==> src/core/uemr_pkg.sv <==
package uemr_pkg;
	// ==================================================================
	// Sizes
	localparam int EP_NUM    = 3;
	localparam int BUF_BYTES = 8;
	localparam int MAX_PKT   = 10;
	localparam int STAT_CNT  = 2;

	// ==================================================================
	// Endpoint mode encodings
	localparam logic [3:0] MODE_DISABLE    = 4'h0;
	localparam logic [3:0] MODE_NAK_IO     = 4'h1;
	localparam logic [3:0] MODE_STATUS_OUT = 4'h2;
	localparam logic [3:0] MODE_STALL_IO   = 4'h3;
	localparam logic [3:0] MODE_STATUS_IN  = 4'h6;
	localparam logic [3:0] MODE_ACKOUT_STI = 4'hb;
	localparam logic [3:0] MODE_ACKIN_STO  = 4'hf;
	localparam logic [3:0] MODE_NAK_OUT    = 4'h8;
	localparam logic [3:0] MODE_ACK_OUT    = 4'h9;
	localparam logic [3:0] MODE_NAK_IN     = 4'hc;
	localparam logic [3:0] MODE_ACK_IN     = 4'hd;

	// ==================================================================
	// Tokens and replies
	localparam logic [1:0] TOK_SETUP   = 2'h0;
	localparam logic [1:0] TOK_IN      = 2'h1;
	localparam logic [1:0] TOK_OUT     = 2'h2;
	localparam logic [2:0] REPLY_NONE  = 3'h0;
	localparam logic [2:0] REPLY_ACK   = 3'h1;
	localparam logic [2:0] REPLY_NAK   = 3'h2;
	localparam logic [2:0] REPLY_STALL = 3'h3;
	localparam logic [2:0] REPLY_DATA  = 3'h4;

	typedef enum {ACT_IGNORE, ACT_ACCEPT, ACT_NAK, ACT_STALL, ACT_TX0, ACT_TXCNT, ACT_CHECK, ACT_ACK} uemr_act_e;

	// ==================================================================
	// Register map and fields
	localparam logic [7:0] REG_MODE_BASE  = 8'h00;
	localparam logic [7:0] REG_COUNT_BASE = 8'h04;
	localparam logic [7:0] REG_DATA_BASE  = 8'h10;
	localparam int         MODE_F_ACK     = 4;
	localparam int         MODE_F_OUT     = 5;
	localparam int         MODE_F_IN      = 6;
	localparam int         MODE_F_SETUP   = 7;
	localparam int         CNT_F_STALL    = 5;
	localparam int         CNT_F_DVAL     = 6;
	localparam int         CNT_F_TOG      = 7;
	localparam logic [7:0] MODE_RST       = 8'h00;
	localparam logic [7:0] CNT_RST        = 8'h00;
endpackage

==> src/core/uemr_act_dec.sv <==
`timescale 1ns/10ps
module uemr_act_dec
	import uemr_pkg::*;
(
	input  wire logic [3:0] i_mode,
	input  wire logic [1:0] i_tok,
	input  wire logic       i_ctrl,
	input  wire logic       i_stall,
	output uemr_act_e       o_act
);
	// ==================================================================
	// Base reaction of one endpoint to one token
	always_comb begin
		o_act = ACT_IGNORE;
		if (i_ctrl) begin
			unique case (i_mode)
				MODE_NAK_IO:     o_act = (i_tok == TOK_SETUP) ? ACT_ACCEPT : ACT_NAK;
				MODE_STATUS_OUT: o_act = (i_tok == TOK_SETUP) ? ACT_ACCEPT :
					(i_tok == TOK_IN) ? ACT_STALL : ACT_CHECK;
				MODE_STALL_IO:   o_act = (i_tok == TOK_SETUP) ? ACT_ACCEPT : ACT_STALL;
				MODE_STATUS_IN:  o_act = (i_tok == TOK_SETUP) ? ACT_ACCEPT :
					(i_tok == TOK_IN) ? ACT_TX0 : ACT_STALL;
				MODE_ACKOUT_STI: o_act = (i_tok == TOK_SETUP) ? ACT_ACCEPT :
					(i_tok == TOK_IN) ? ACT_TX0 : ACT_ACK;
				MODE_ACKIN_STO:  o_act = (i_tok == TOK_SETUP) ? ACT_ACCEPT :
					(i_tok == TOK_IN) ? ACT_TXCNT : ACT_CHECK;
				default:         o_act = ACT_IGNORE;
			endcase
		end else begin
			unique case (i_mode)
				MODE_NAK_OUT: o_act = (i_tok == TOK_OUT) ? ACT_NAK : ACT_IGNORE;
				MODE_ACK_OUT: o_act = (i_tok != TOK_OUT) ? ACT_IGNORE : (i_stall ? ACT_STALL : ACT_ACK);
				MODE_NAK_IN:  o_act = (i_tok == TOK_IN) ? ACT_NAK : ACT_IGNORE;
				MODE_ACK_IN:  o_act = (i_tok != TOK_IN) ? ACT_IGNORE : (i_stall ? ACT_STALL : ACT_TXCNT);
				default:      o_act = ACT_IGNORE;
			endcase
		end
	end
endmodule

==> src/core/uemr_fifo.sv <==
`timescale 1ns/10ps
module uemr_fifo #(
	parameter int WIDTH = 9,
	parameter int DEPTH = 2
) (
	input  wire logic             i_clk,
	input  wire logic             i_rst_b,
	input  wire logic             i_in_valid,
	output logic                  o_in_ready,
	input  wire logic [WIDTH-1:0] i_in_data,
	output logic                  o_out_valid,
	input  wire logic             i_out_ready,
	output logic      [WIDTH-1:0] o_out_data
);
	localparam int AW = (DEPTH > 1) ? $clog2(DEPTH) : 1;

	initial begin
		if (DEPTH < 2 || (DEPTH & (DEPTH - 1)) != 0 || WIDTH < 1)
			$error("uemr_fifo: DEPTH must be a power of two of at least 2");
	end

	logic [WIDTH-1:0] mem_q [DEPTH];
	logic [AW-1:0]    wr_q;
	logic [AW-1:0]    rd_q;
	logic [AW:0]      fill_q;
	logic             push;
	logic             pop;

	assign o_in_ready  = (fill_q != (AW+1)'(DEPTH));
	assign o_out_valid = (fill_q != '0);
	assign o_out_data  = mem_q[rd_q];
	assign push        = i_in_valid & o_in_ready;
	assign pop         = o_out_valid & i_out_ready;

	always_ff @(posedge i_clk) begin
		if (push) begin
			mem_q[wr_q] <= i_in_data;
		end
	end

	always_ff @(posedge i_clk or negedge i_rst_b) begin
		if (!i_rst_b) begin
			wr_q   <= '0;
			rd_q   <= '0;
			fill_q <= '0;
		end else begin
			if (push) begin
				wr_q <= wr_q + 1'b1;
			end
			if (pop) begin
				rd_q <= rd_q + 1'b1;
			end
			fill_q <= fill_q + {{AW{1'b0}}, push} - {{AW{1'b0}}, pop};
		end
	end
endmodule

==> src/core/uemr_responder.sv <==
// Functional notes
// - Every endpoint holds a four-bit mode that selects its reply to each token.
// - Control mode 0001 acknowledges good SETUP and NAKs both IN and OUT.
// - Status-check OUT is accepted only at zero data bytes with toggle one.
// - A status-check OUT meeting both conditions is answered with ACK.
// - A failed status-check OUT gets STALL if received validly, else no reply.
// - Counted replies send as many buffer bytes as the endpoint byte count holds, at most 8.
// - Mode 0011 good SETUP: ACK, set flags, mode 0001, count, toggle, data stored.
// - An invalid SETUP gets no reply and no flag or mode change.
// - Mode 0011 good OUT gets STALL with no register change or event.
// - Mode 0001 good OUT gets NAK with no register change or event.
// - Mode 1111 good two-count toggle-one OUT: ACK, flags, mode 0010, event.
// - Mode 1111 good OUT of other count: STALL, mode 0011, event.
// - Mode 1111 good two-count OUT with toggle zero: STALL, mode 0011, event.
// - Mode 0010 good status OUT: ACK and flags as 1111 but mode kept.
// - Data mode 1001 becomes 1000 after OUT ACK; 1101 becomes 1100 after IN ACK.
`timescale 1ns/10ps
module uemr_responder
	import uemr_pkg::*;
#(
	parameter int FIFO_DEPTH = 2
) (
	input  wire logic                i_clk,
	input  wire logic                i_rst_b,
	input  wire logic                i_tok_valid,
	input  wire logic [1:0]          i_tok_type,
	input  wire logic [1:0]          i_tok_ep,
	input  wire logic [3:0]          i_tok_count,
	input  wire logic                i_tok_dval,
	input  wire logic                i_tok_toggle,
	input  wire logic                i_host_ack,
	input  wire logic                i_rx_valid,
	input  wire logic                i_rx_setup,
	input  wire logic [1:0]          i_rx_ep,
	input  wire logic [7:0]          i_rx_data,
	output logic                     o_reply_valid,
	output logic [2:0]               o_reply_code,
	output logic [3:0]               o_reply_len,
	output logic                     o_tx_valid,
	input  wire logic                i_tx_ready,
	output logic [7:0]               o_tx_data,
	output logic                     o_tx_last,
	output logic [EP_NUM-1:0]        o_ep_event,
	input  wire logic [7:0]          i_reg_addr,
	input  wire logic [7:0]          i_reg_wdata,
	input  wire logic                i_reg_wr,
	input  wire logic                i_reg_rd,
	output logic [7:0]               o_reg_rdata
);
	// ==================================================================
	// State
	logic [7:0]  mode_q [EP_NUM];
	logic [7:0]  cnt_q  [EP_NUM];
	logic [7:0]  mem_q  [EP_NUM*BUF_BYTES];
	logic [3:0]  rx_idx_q;
	logic        pend_q;
	logic [1:0]  pend_ep_q;
	logic [3:0]  tx_left_q;
	logic [2:0]  tx_idx_q;
	logic [1:0]  tx_ep_q;
	uemr_act_e   act;
	uemr_act_e   rx_act;
	logic [1:0]  ep;
	logic        good;
	logic [3:0]  cur_mode;
	logic [2:0]  reply_d;
	logic        upd;
	logic [3:0]  mode_d;
	logic [3:0]  flag_set;
	logic        cnt_upd;
	logic [3:0]  cnt_d;
	logic        tog_d;
	logic        ev;
	logic [3:0]  tx_len;
	logic        tx_push;
	logic        fifo_ready;
	logic        fifo_valid;
	logic [8:0]  fifo_data;
	logic        rx_store;

	assign ep       = (i_tok_ep < 2'(EP_NUM)) ? i_tok_ep : 2'h0;
	assign cur_mode = mode_q[ep][3:0];
	assign good     = i_tok_dval && (i_tok_count <= 4'(MAX_PKT));

	uemr_act_dec u_tok_dec (
		.i_mode  (cur_mode),
		.i_tok   (i_tok_type),
		.i_ctrl  (ep == 2'h0),
		.i_stall (cnt_q[ep][CNT_F_STALL]),
		.o_act   (act)
	);

	uemr_act_dec u_rx_dec (
		.i_mode  (mode_q[(i_rx_ep < 2'(EP_NUM)) ? i_rx_ep : 2'h0][3:0]),
		.i_tok   (i_rx_setup ? TOK_SETUP : TOK_OUT),
		.i_ctrl  (i_rx_ep == 2'h0),
		.i_stall (cnt_q[(i_rx_ep < 2'(EP_NUM)) ? i_rx_ep : 2'h0][CNT_F_STALL]),
		.o_act   (rx_act)
	);

	assign rx_store = i_rx_valid && (i_rx_ep < 2'(EP_NUM)) && (rx_act == ACT_ACCEPT || rx_act == ACT_ACK) &&
		(rx_idx_q < 4'(BUF_BYTES));

	// ==================================================================
	// Token evaluation
	always_comb begin
		reply_d  = REPLY_NONE;
		upd      = 1'b0;
		mode_d   = cur_mode;
		flag_set = 4'h0;
		cnt_upd  = 1'b0;
		cnt_d    = i_tok_count;
		tog_d    = i_tok_toggle;
		ev       = 1'b0;
		tx_len   = 4'h0;
		unique case (act)
			ACT_IGNORE: begin
			end
			ACT_ACCEPT: if (good) begin
				reply_d  = REPLY_ACK;
				upd      = 1'b1;
				mode_d   = MODE_NAK_IO;
				flag_set = 4'b1001;
				cnt_upd  = 1'b1;
				ev       = 1'b1;
			end
			ACT_NAK: if (i_tok_type == TOK_IN || good) begin
				reply_d = REPLY_NAK;
			end
			ACT_STALL: if (i_tok_type == TOK_IN || good) begin
				reply_d = REPLY_STALL;
				if (cur_mode == MODE_STATUS_OUT || cur_mode == MODE_STATUS_IN) begin
					upd    = 1'b1;
					mode_d = MODE_STALL_IO;
					ev     = 1'b1;
				end
			end
			ACT_CHECK: if (good) begin
				upd = 1'b1;
				ev  = 1'b1;
				if (i_tok_count == 4'(STAT_CNT) && i_tok_toggle) begin
					reply_d  = REPLY_ACK;
					mode_d   = (cur_mode == MODE_ACKIN_STO) ? MODE_STATUS_OUT : cur_mode;
					flag_set = 4'b0011;
					cnt_upd  = 1'b1;
				end else begin
					reply_d = REPLY_STALL;
					mode_d  = MODE_STALL_IO;
				end
			end
			ACT_ACK: if (good) begin
				reply_d  = REPLY_ACK;
				upd      = 1'b1;
				cnt_upd  = 1'b1;
				ev       = 1'b1;
				mode_d   = (ep == 2'h0) ? MODE_NAK_IO : MODE_NAK_OUT;
				flag_set = (ep == 2'h0) ? 4'b0011 : 4'b0001;
			end
			ACT_TX0, ACT_TXCNT: begin
				reply_d = REPLY_DATA;
				if (act == ACT_TXCNT) begin
					tx_len = (cnt_q[ep][3:0] > 4'(BUF_BYTES)) ? 4'(BUF_BYTES) : cnt_q[ep][3:0];
				end
			end
		endcase
	end

	// ==================================================================
	// Endpoint mode and count registers
	always_ff @(posedge i_clk or negedge i_rst_b) begin
		if (!i_rst_b) begin
			for (int e = 0; e < EP_NUM; e++) begin
				mode_q[e] <= MODE_RST;
				cnt_q[e]  <= CNT_RST;
			end
		end else begin
			for (int e = 0; e < EP_NUM; e++) begin
				if (i_reg_wr && i_reg_addr == REG_MODE_BASE + 8'(e)) begin
					mode_q[e] <= i_reg_wdata;
				end
				if (i_reg_wr && i_reg_addr == REG_COUNT_BASE + 8'(e)) begin
					cnt_q[e] <= i_reg_wdata;
				end
			end
			// Hardware updates win over a firmware write in the same cycle
			if (i_tok_valid && upd) begin
				mode_q[ep] <= {mode_q[ep][7:4] | flag_set |
					((i_reg_wr && i_reg_addr == REG_MODE_BASE + 8'(ep)) ? i_reg_wdata[7:4] : 4'h0), mode_d};
				if (cnt_upd) begin
					cnt_q[ep] <= {tog_d, 1'b1, cnt_q[ep][CNT_F_STALL], 1'b0, cnt_d};
				end
			end else if (i_host_ack && pend_q) begin
				unique case (mode_q[pend_ep_q][3:0])
					MODE_ACKIN_STO: mode_q[pend_ep_q] <= {mode_q[pend_ep_q][7:4] | 4'b0101, MODE_NAK_IO};
					MODE_ACKOUT_STI,
					MODE_STATUS_IN: mode_q[pend_ep_q] <= {mode_q[pend_ep_q][7:4] | 4'b0101, MODE_STALL_IO};
					MODE_ACK_IN:    mode_q[pend_ep_q] <= {mode_q[pend_ep_q][7:4] | 4'b0001, MODE_NAK_IN};
					default:        mode_q[pend_ep_q] <= mode_q[pend_ep_q];
				endcase
			end
		end
	end

	// ==================================================================
	// Replies, events and pending IN
	always_ff @(posedge i_clk or negedge i_rst_b) begin
		if (!i_rst_b) begin
			o_reply_valid <= 1'b0;
			o_reply_code  <= REPLY_NONE;
			o_reply_len   <= 4'h0;
			o_ep_event    <= '0;
			pend_q        <= 1'b0;
			pend_ep_q     <= 2'h0;
		end else begin
			o_reply_valid <= i_tok_valid && (reply_d != REPLY_NONE);
			o_reply_code  <= i_tok_valid ? reply_d : REPLY_NONE;
			o_reply_len   <= (i_tok_valid && reply_d == REPLY_DATA) ? tx_len : 4'h0;
			o_ep_event    <= '0;
			if (i_tok_valid) begin
				pend_q    <= (reply_d == REPLY_DATA);
				pend_ep_q <= ep;
				if (ev) begin
					o_ep_event[ep] <= 1'b1;
				end
			end else if (i_host_ack && pend_q) begin
				pend_q                <= 1'b0;
				o_ep_event[pend_ep_q] <= (mode_q[pend_ep_q][3:0] != MODE_DISABLE);
			end
		end
	end

	// ==================================================================
	// Receive data into the endpoint buffers
	always_ff @(posedge i_clk or negedge i_rst_b) begin
		if (!i_rst_b) begin
			rx_idx_q <= 4'h0;
		end else if (i_tok_valid) begin
			rx_idx_q <= 4'h0;
		end else if (i_rx_valid && rx_idx_q != 4'hf) begin
			rx_idx_q <= rx_idx_q + 4'h1;
		end
	end

	always_ff @(posedge i_clk) begin
		if (rx_store) begin
			mem_q[{i_rx_ep, 3'b000} + 5'(rx_idx_q)] <= i_rx_data;
		end else if (i_reg_wr && i_reg_addr >= REG_DATA_BASE && i_reg_addr < REG_DATA_BASE + 8'(EP_NUM*BUF_BYTES)) begin
			mem_q[5'(i_reg_addr - REG_DATA_BASE)] <= i_reg_wdata;
		end
	end

	// ==================================================================
	// Transmit counted data through the buffer
	assign tx_push = (tx_left_q != 4'h0) && fifo_ready;

	always_ff @(posedge i_clk or negedge i_rst_b) begin
		if (!i_rst_b) begin
			tx_left_q <= 4'h0;
			tx_idx_q  <= 3'h0;
			tx_ep_q   <= 2'h0;
		end else if (i_tok_valid && reply_d == REPLY_DATA && tx_left_q == 4'h0) begin
			tx_left_q <= tx_len;
			tx_idx_q  <= 3'h0;
			tx_ep_q   <= ep;
		end else if (tx_push) begin
			tx_left_q <= tx_left_q - 4'h1;
			tx_idx_q  <= tx_idx_q + 3'h1;
		end
	end

	uemr_fifo #(
		.WIDTH (9),
		.DEPTH (FIFO_DEPTH)
	) u_tx_fifo (
		.i_clk       (i_clk),
		.i_rst_b     (i_rst_b),
		.i_in_valid  (tx_left_q != 4'h0),
		.o_in_ready  (fifo_ready),
		.i_in_data   ({tx_left_q == 4'h1, mem_q[{tx_ep_q, tx_idx_q}]}),
		.o_out_valid (fifo_valid),
		.i_out_ready (i_tx_ready),
		.o_out_data  (fifo_data)
	);

	assign o_tx_valid = fifo_valid;
	assign o_tx_data  = fifo_data[7:0];
	assign o_tx_last  = fifo_data[8];

	// ==================================================================
	// Register read port
	always_ff @(posedge i_clk or negedge i_rst_b) begin
		if (!i_rst_b) begin
			o_reg_rdata <= 8'h00;
		end else begin
			o_reg_rdata <= 8'h00;
			if (i_reg_rd) begin
				for (int e = 0; e < EP_NUM; e++) begin
					if (i_reg_addr == REG_MODE_BASE + 8'(e)) begin
						o_reg_rdata <= mode_q[e];
					end
					if (i_reg_addr == REG_COUNT_BASE + 8'(e)) begin
						o_reg_rdata <= cnt_q[e];
					end
				end
				if (i_reg_addr >= REG_DATA_BASE && i_reg_addr < REG_DATA_BASE + 8'(EP_NUM*BUF_BYTES)) begin
					o_reg_rdata <= mem_q[5'(i_reg_addr - REG_DATA_BASE)];
				end
			end
		end
	end

	logic ep0_tok;
	assign ep0_tok = i_tok_valid && i_tok_ep == 2'h0 && !i_reg_wr;
endmodule

==> config.mk <==
export PLATFORM = sky130hd
export DESIGN_NAME = uemr_responder
export DESIGN_NICKNAME = d
export VERILOG_FILES = /design/src/core/uemr_pkg.sv /design/src/core/uemr_act_dec.sv /design/src/core/uemr_fifo.sv /design/src/core/uemr_responder.sv
export SDC_FILE = /design/constraint.sdc
export NUM_CORES = 1
export LEC_CHECK = 0
export BUFFER_PORTS_ARGS = -buffer_cell sky130_fd_sc_hd__buf_2
export CAP_MARGIN = 20
export CORE_MARGIN = 2
export CORE_UTILIZATION = 45
export CTS_CLUSTER_DIAMETER = 120
export CTS_CLUSTER_SIZE = 25
export DETAILED_ROUTE_END_ITERATION = 8
export PLACE_DENSITY_LB_ADDON = 0.2
export SLEW_MARGIN = 20
export SYNTH_ARGS = -nofsm -noshare
export SYNTH_HDL_FRONTEND = slang
export SYNTH_SLANG_ARGS = --single-unit
==> constraint.sdc <==
create_clock -name i_clk -period 3.3 [get_ports i_clk]
set_input_delay 0.33 -clock i_clk [delete_from_list [all_inputs] [get_ports i_clk]]
set_output_delay 0.33 -clock i_clk [all_outputs]
set_load 0.01 [all_outputs]
==> results of run 1 <==
## Yosys cell counts (all sizes together) (11+ instances only)
library cell | count | area share (%)
a22o | 11 | 0.60
mux2 | 42 | 3.0
nand3 | 22 | 0.69
a22oi | 13 | 0.61
mux4 | 113 | 16
dfrtp | 87 | 14
edfxtp | 210 | 39
a21oi | 51 | 1.6
nor3 | 29 | 0.91
mux2i | 99 | 6.2
ha | 11 | 0.86
nor2 | 81 | 1.9
a31oi | 14 | 0.55
nand2 | 88 | 2.1
nor2b | 13 | 0.56
inv | 21 | 0.49
clkbuf | 48 | 1.1
buf | 29 | 1.0
a221oi | 12 | 0.77
o21ai | 33 | 1.0
## power groups by stage
stage	logic, mW	clock network, mW	registers (mW)
floorplan	2.09	0	4.51
global placement	2.89	0	4.70
detailed placement	2.92	0	4.71
CTS	2.94	2.30	4.63
global route	3.17	2.43	4.67
finish	2.94	2.26	4.63
## worst max-delay path, delay by kind of cell (launching register included)
| kind | cells | cell delay [ns] |
|---|---|---|
| AND/OR/NAND/NOR | 5 | 1.23 |
| multiplexers | 2 | 0.77 |
| flip-flops | 1 | 0.55 |
| buffers and inverters | 2 | 0.40 |
| AO/OA/AOI/OAI | 1 | 0.07 |
## path summary, 6_finish.rpt
check / start / to / slack (ns) / cells past startpoint
max in group asynchronous: i_rst_b / mode_q[9] / 2.48 / 3
hold reg to reg: u_tx_fifo.fill_q[1] / u_tx_fifo.fill_q[1] / 0.49 / 1
setup reg to reg: mode_q[2] / mode_q[9] / 0.12 / 10
min in group asynchronous: i_rst_b / o_reply_code[0] / 0.37 / 3
setup / recovery: mode_q[2] / mode_q[9] / 0.12 / 10
hold / removal: i_host_ack / pend_q / 0.13 / 4
## sequential cells by signal (all words and copies together) (netlist names)
register and cells:
u_tx_fifo.mem_q 18, o_reg_rdata 8, tx_ep_q 2, tx_idx_q 3
u_tx_fifo.rd_q 1, mode_q 24, rx_idx_q 4, cnt_q 24
pend_q 1, u_tx_fifo.wr_q 1, tx_left_q 4, mem_q 192
o_reply_valid 1, o_reply_len 4, o_ep_event 3, pend_ep_q 2
u_tx_fifo.fill_q 2, o_reply_code 3
## cell type report
cell class / count / share of cell area [%]
clock buffers: 26 / 2.555
clock inverters: 2 / 0.1567
inverters: 22 / 0.4497
repair buffers: 223 / 8.523
well taps: 461 / 3.141
multi-input cells: 769 / 38.95
flip-flops and latches: 297 / 46.23
## metal layers
layer	part of all wire, %	global-route usage [%]
met1	43	36.80
met3	7.1	2.637
met2	47	40.09
met5	0	0
met4	2.8	6.577
## through the flow
stage	cell area, um^2	setup slack [ns]	instances	TNS (ns)
5_1_grt	18370	0.01199	1800	0
2_1_floorplan	16010	0.0009512	1165	0
3_3_place_gp	17790	-0.1285	1771	-2.281
3_5_place_dp	17790	-0.1371	1771	-4.360
4_1_cts	18310	0.02476	1800	0
6_report	18370	0.1246	1800	0
## logic make-up after synthesis
group / Yosys count
simple gates: 294
buf+inv: 99
compound gates: 194
mux: 254
xor+xnor: 15
flops: 297
fa+ha+maj: 12
## repair_timing
action | 4_1_cts | 5_1_grt
buffers inserted | 0 | 0
hold endpoints to repair | 87 | 0
pin swaps | 0 | 4
resized for setup | 1 | 15
hold buffers | 1 | 0
endpoints found under the setup margin | 3 | 182
==> results.json, run 1 <==
{
  "yosys.area_share.xor_xnor_pct": 0.8211,
  "synth_cell_types": 81,
  "clk_pin_slew_worst_paths_ns": 0.11,
  "internal_power_mw": 6.781,
  "via_per_inst": 6.191,
  "detail_route.wl_per_cell_um": 25.55,
  "path_max_fanout": 5,
  "remaining_drc_errors": 0,
  "leakagePower_nw": 7.026,
  "place.gp.congestion": 0.9529,
  "finalHoldViolCount": 0,
  "nFillCells": 2971,
  "path_common_cell": "buf_4",
  "rows": 69,
  "drive_gt1_share_pct": 31.29,
  "async_flop_share_pct": 29.29,
  "fmax_ghz": 0.3149,
  "synth_compound_area_share_pct": 8.657,
  "io_pins": 74,
  "avgSynthCellArea_um2": 13.73,
  "htree_levels": 1,
  "critPathKind": "flop to flop",
  "syn-num-nets": 1221,
  "cts-root-buf": "clkbuf_16",
  "antenna_found_initial": 0,
  "die_y_um": 192.6,
  "tightest_slew_ns": 0.7917,
  "rsz0062_at_grt": "false",
  "yosysWarnings": 0,
  "cts_tree": "built",
  "num-nets-final": 1385,
  "hpwl_mm": 33.30,
  "synthAdderAreaFrac_pct": 0.9227,
  "drtIter0Drc": 1091,
  "start_util_pct": 45.31,
  "seq_area_um2": 8489,
  "firstDrtPassIters": 5,
  "hold-worst-slack_ns": 0.1304,
  "ant_nets": 0,
  "max_slew_margin_pct": 47.03,
  "antenna_cells": 0,
  "power.switching_mw": 3.041,
  "synth_seq_area_share_pct": 53.02,
  "synth_top_family_by_area": "multiplexers",
  "drv_cap": 0,
  "period_minus_slack_ns": 3.175,
  "clock_power_share_pct": 23.0,
  "syn-instance-count": 1165,
  "cpMaxStageDelayCell": "dfrtp_2",
  "grt_usage_pct": 25.09,
  "clock_skew_ns": 0.02602,
  "drt-total-wl_mm": 45.99,
  "critPathRequiredTime_ns": 3.68,
  "synth.cell_area_um2": 16000,
  "irDropWorstVdd_uv": 509.9,
  "grt_pass1_wl_mm": 68.76,
  "grt_pass1_vias": 10890,
  "die_w_um": 192.6,
  "total_power_mw": 9.823,
  "ys_ff_latch": 297,
  "grt_max_degree": 88,
  "power_density_nw_per_um2": 534.9,
  "multi_input_area_um2": 7153,
  "dieArea_um2": 37080,
  "period_share_pct": 96.22,
  "io_buffers": 73,
  "worstSetupEndpointType": "flop",
  "final_common_cell": "edfxtp_1",
  "synthSimpleGateAreaFrac_pct": 8.844,
  "path_cells": "nand2b_4, or2_1, mux4_2, or3_1, buf_4, and2_1, nor4b_1, buf_4, o22ai_1, mux2_1",
  "syn_to_final_growth_pct": 14.78,
  "vias": 11140,
  "max_stage_delay_ns": 0.55,
  "arrival_ns": 3.56,
  "clock_path_buffers": 3,
  "status": "completed",
  "ys.flop_type": "edfxtp_1",
  "maxSlewViolCount": 0,
  "fin_util_pct": 52.01,
  "start_kind": "flop",
  "synth_edf_count": 210,
  "clock_latency_ns": 0.52,
  "synthMuxAreaShare_pct": 25.05,
  "setup_viol": 0,
  "coreArea_um2": 35310,
  "gr-total-overflow": 0,
  "switching_share_pct": 30.96,
  "clkSinkCount": 297,
  "cts_buffers": 16,
  "seqPwrFrac_pct": 47.1,
  "hold_path_class": "input port to flop",
  "final_cell_mix": "edfxtp_1, buf_4, mux4_2",
  "comb_power_share_pct": 29.9
}
No activity file was read; power rests on OpenSTA's default activity.
==> inputs of run 2 (changes only) <==
--- a/config.mk
+++ b/config.mk
@@ -15,2 +15,3 @@
 export PLACE_DENSITY_LB_ADDON = 0.2
+export REMOVE_ABC_BUFFERS = 1
 export SLEW_MARGIN = 20
==> constraint.sdc (replaced) <==
create_clock -name i_clk -period 3.3 [get_ports i_clk]
set_input_delay 0.495 -clock i_clk [delete_from_list [all_inputs] [get_ports i_clk]]
set_output_delay 0.495 -clock i_clk [all_outputs]
set_load 0.01 [all_outputs]
==> run 2 against run 1 <==
Global-route usage rose by 0.16 points. First-iteration DRC count rose by 4.3%. Non-clock buffer count rose by 8. Routed wire length fell by 0.74%. Combinational power fell by 2%. Maximum frequency fell by 1.4%. Sequential power barely moved. Critical path depth rose by 2. Sequential share of layout area fell by 0.056 points. Total power fell by 0.10%. Clock power rose by 3%. Via count fell by 0.23%. Critical endpoint is now mem_q[12][7].
==> results.json, run 2 (synthesis gave the netlist of run 1 again) <==
{
  "max_stage_delay_ns": 0.48,
  "place.gp.congestion": 0.8725,
  "finalHoldViolCount": 0,
  "clock_path_buffers": 3,
  "period_minus_slack_ns": 3.222,
  "coreArea_um2": 35310,
  "path_max_fanout": 11,
  "cts_setup_buffers": 0,
  "start_util_pct": 45.31,
  "clkSinkCount": 297,
  "drive_gt1_share_pct": 31.70,
  "cts_buffers": 16,
  "clock_skew_ns": 0.03810,
  "dieArea_um2": 37080,
  "irDropWorstVdd_uv": 619.9,
  "max_slew_margin_pct": 43.76,
  "path_common_cell": "buf_4",
  "fmax_ghz": 0.3104,
  "fin_util_pct": 52.09,
  "seqPwrFrac_pct": 46.9,
  "antenna_cells": 0,
  "rows": 69,
  "status": "completed",
  "detail_route.wl_per_cell_um": 25.25,
  "drt-total-wl_mm": 45.65,
  "drtIter0Drc": 1138,
  "firstDrtPassIters": 5,
  "antenna_found_initial": 2,
  "grt_max_degree": 60,
  "r2r-end": "mem_q[12][7]",
  "setup_slack_ns": 0.07844,
  "grt_pass1_vias": 10830,
  "final_cell_mix": "edfxtp_1, buf_4, mux4_2",
  "cts_hold_buf": 0,
  "grt_pass1_wl_mm": 68.95,
  "hold_path_class": "input port to asynchronous set/reset pin",
  "setup_viol": 0,
  "critPathKind": "flop to flop",
  "arrival_ns": 3.45,
  "largest_register_ffs": 192,
  "path_cells": "buf_4, nor3b_1, a211oi_1, maj3_1, mux2i_1, nand4b_1, nor2b_2, buf_4, nor3b_1, a41oi_1, nor2_1, buf_4",
  "cts_tree": "built",
  "final_common_cell": "edfxtp_1",
  "gr-total-overflow": 0,
  "num-nets-final": 1393,
  "clock_power_share_pct": 23.7,
  "power_density_nw_per_um2": 533.5,
  "die_y_um": 192.6,
  "critPathRequiredTime_ns": 3.52,
  "tightest_slew_ns": 0.8436,
  "via_per_inst": 6.149,
  "cpMaxStageDelayCell": "dfrtp_1",
  "r2r-start": "mode_q[10]",
  "reg_top3": "mem_q (192), cnt_q (24), mode_q (24)",
  "drv_cap": 0,
  "die_w_um": 192.6,
  "clock_latency_ns": 0.54,
  "r2r_setup_slack_ns": 0.08,
  "io_buffers": 73,
  "leakagePower_nw": 7.061,
  "grt_usage_pct": 25.25,
  "comb_power_share_pct": 29.4,
  "switching_share_pct": 30.42,
  "io_pins": 74,
  "maxSlewViolCount": 0,
  "remaining_drc_errors": 0,
  "largest-register": "mem_q",
  "power.switching_mw": 2.985,
  "htree_levels": 1,
  "worstSetupEndpointType": "flop",
  "syn_to_final_growth_pct": 14.95,
  "ant_nets": 0,
  "cts-root-buf": "clkbuf_16",
  "vias": 11120,
  "preCtsSetupSlack_ns": -0.2911,
  "period_share_pct": 97.62,
  "hpwl_mm": 33.15,
  "start_kind": "flop",
  "clk_pin_slew_worst_paths_ns": 0.12,
  "r2r_cells": 12,
  "internal_power_mw": 6.828
}
run 2: how the worst max path moves through the flow:
stage / end / depth (start not counted) / slack [ns] / startpoint
4_1_cts: mode_q[21] / 10 / 0.04 / mode_q[2]
3_5_place_dp: mem_q[13][5] / 13 / -0.29 / i_rx_ep[0]
3_3_place_gp: mem_q[13][5] / 13 / -0.25 / i_rx_ep[0]
6_report: mem_q[12][7] / 12 / 0.08 / mode_q[10]
2_1_floorplan: mode_q[20] / 10 / -0.79 / i_tok_ep[0]
5_1_grt: mode_q[21] / 12 / -0.002 / mode_q[11]
run 2: stage by stage:
stage	hold slack, ns	instances	total power [mW]	TNS (ns)	cell area, um^2
floorplan	0.1994	1088	6.539	-34.47	15650
global placement	0.4692	1780	7.540	-40.53	17830
detailed placement	0.4781	1780	7.568	-54.04	17830
CTS	0.08279	1808	9.863	0	18350
global route	0.1139	1808	10.26	-0.001759	18390
finish	0.05000	1808	9.813	0	18390
run 2: what timing repair did:
item	in CTS	in global routing
endpoints found under the setup margin	38	245
pin swaps	0	1
gates resized for setup	2	14
run 2: layout make-up:
class / instances / area, um^2
clock buffer: 25 / 455.4
clock inverter: 3 / 56.30
fill: 2946 / 16920
inverter: 22 / 82.58
multi-input combinational: 769 / 7136
sequential: 297 / 8492
tap: 461 / 576.8
timing repair buffer: 231 / 1594
run 2: critical path, delay by kind of cell, from the launching register on:
family,cells,cell delay (ns)
and+or+nand+nor,5,1.08
buffers and inverters,3,0.62
DFF,1,0.48
adders and majority gates,1,0.35
AOI/OAI and AO/OA,2,0.20
muxes,1,0.19
run 2: power groups by stage:
| stage | Clock, mW | Combinational, mW | Sequential [mW] |
|---|---|---|---|
| finish | 2.33 | 2.89 | 4.60 |
| global route | 2.50 | 3.13 | 4.64 |
| CTS | 2.37 | 2.89 | 4.60 |
| detailed placement | 0 | 2.88 | 4.68 |
| global placement | 0 | 2.86 | 4.68 |
| floorplan | 0 | 1.76 | 4.78 |
run 2: routing by layer:
layer | share of wire, % | global-route usage (%) | vias to the layer above
met5 | 0.048 | 0 | -
met1 | 44 | 38.00 | 5681
met3 | 7.8 | 3.273 | 60
met2 | 46 | 39.33 | 460
met4 | 2.0 | 5.461 | 4
li1 | - | - | 4913
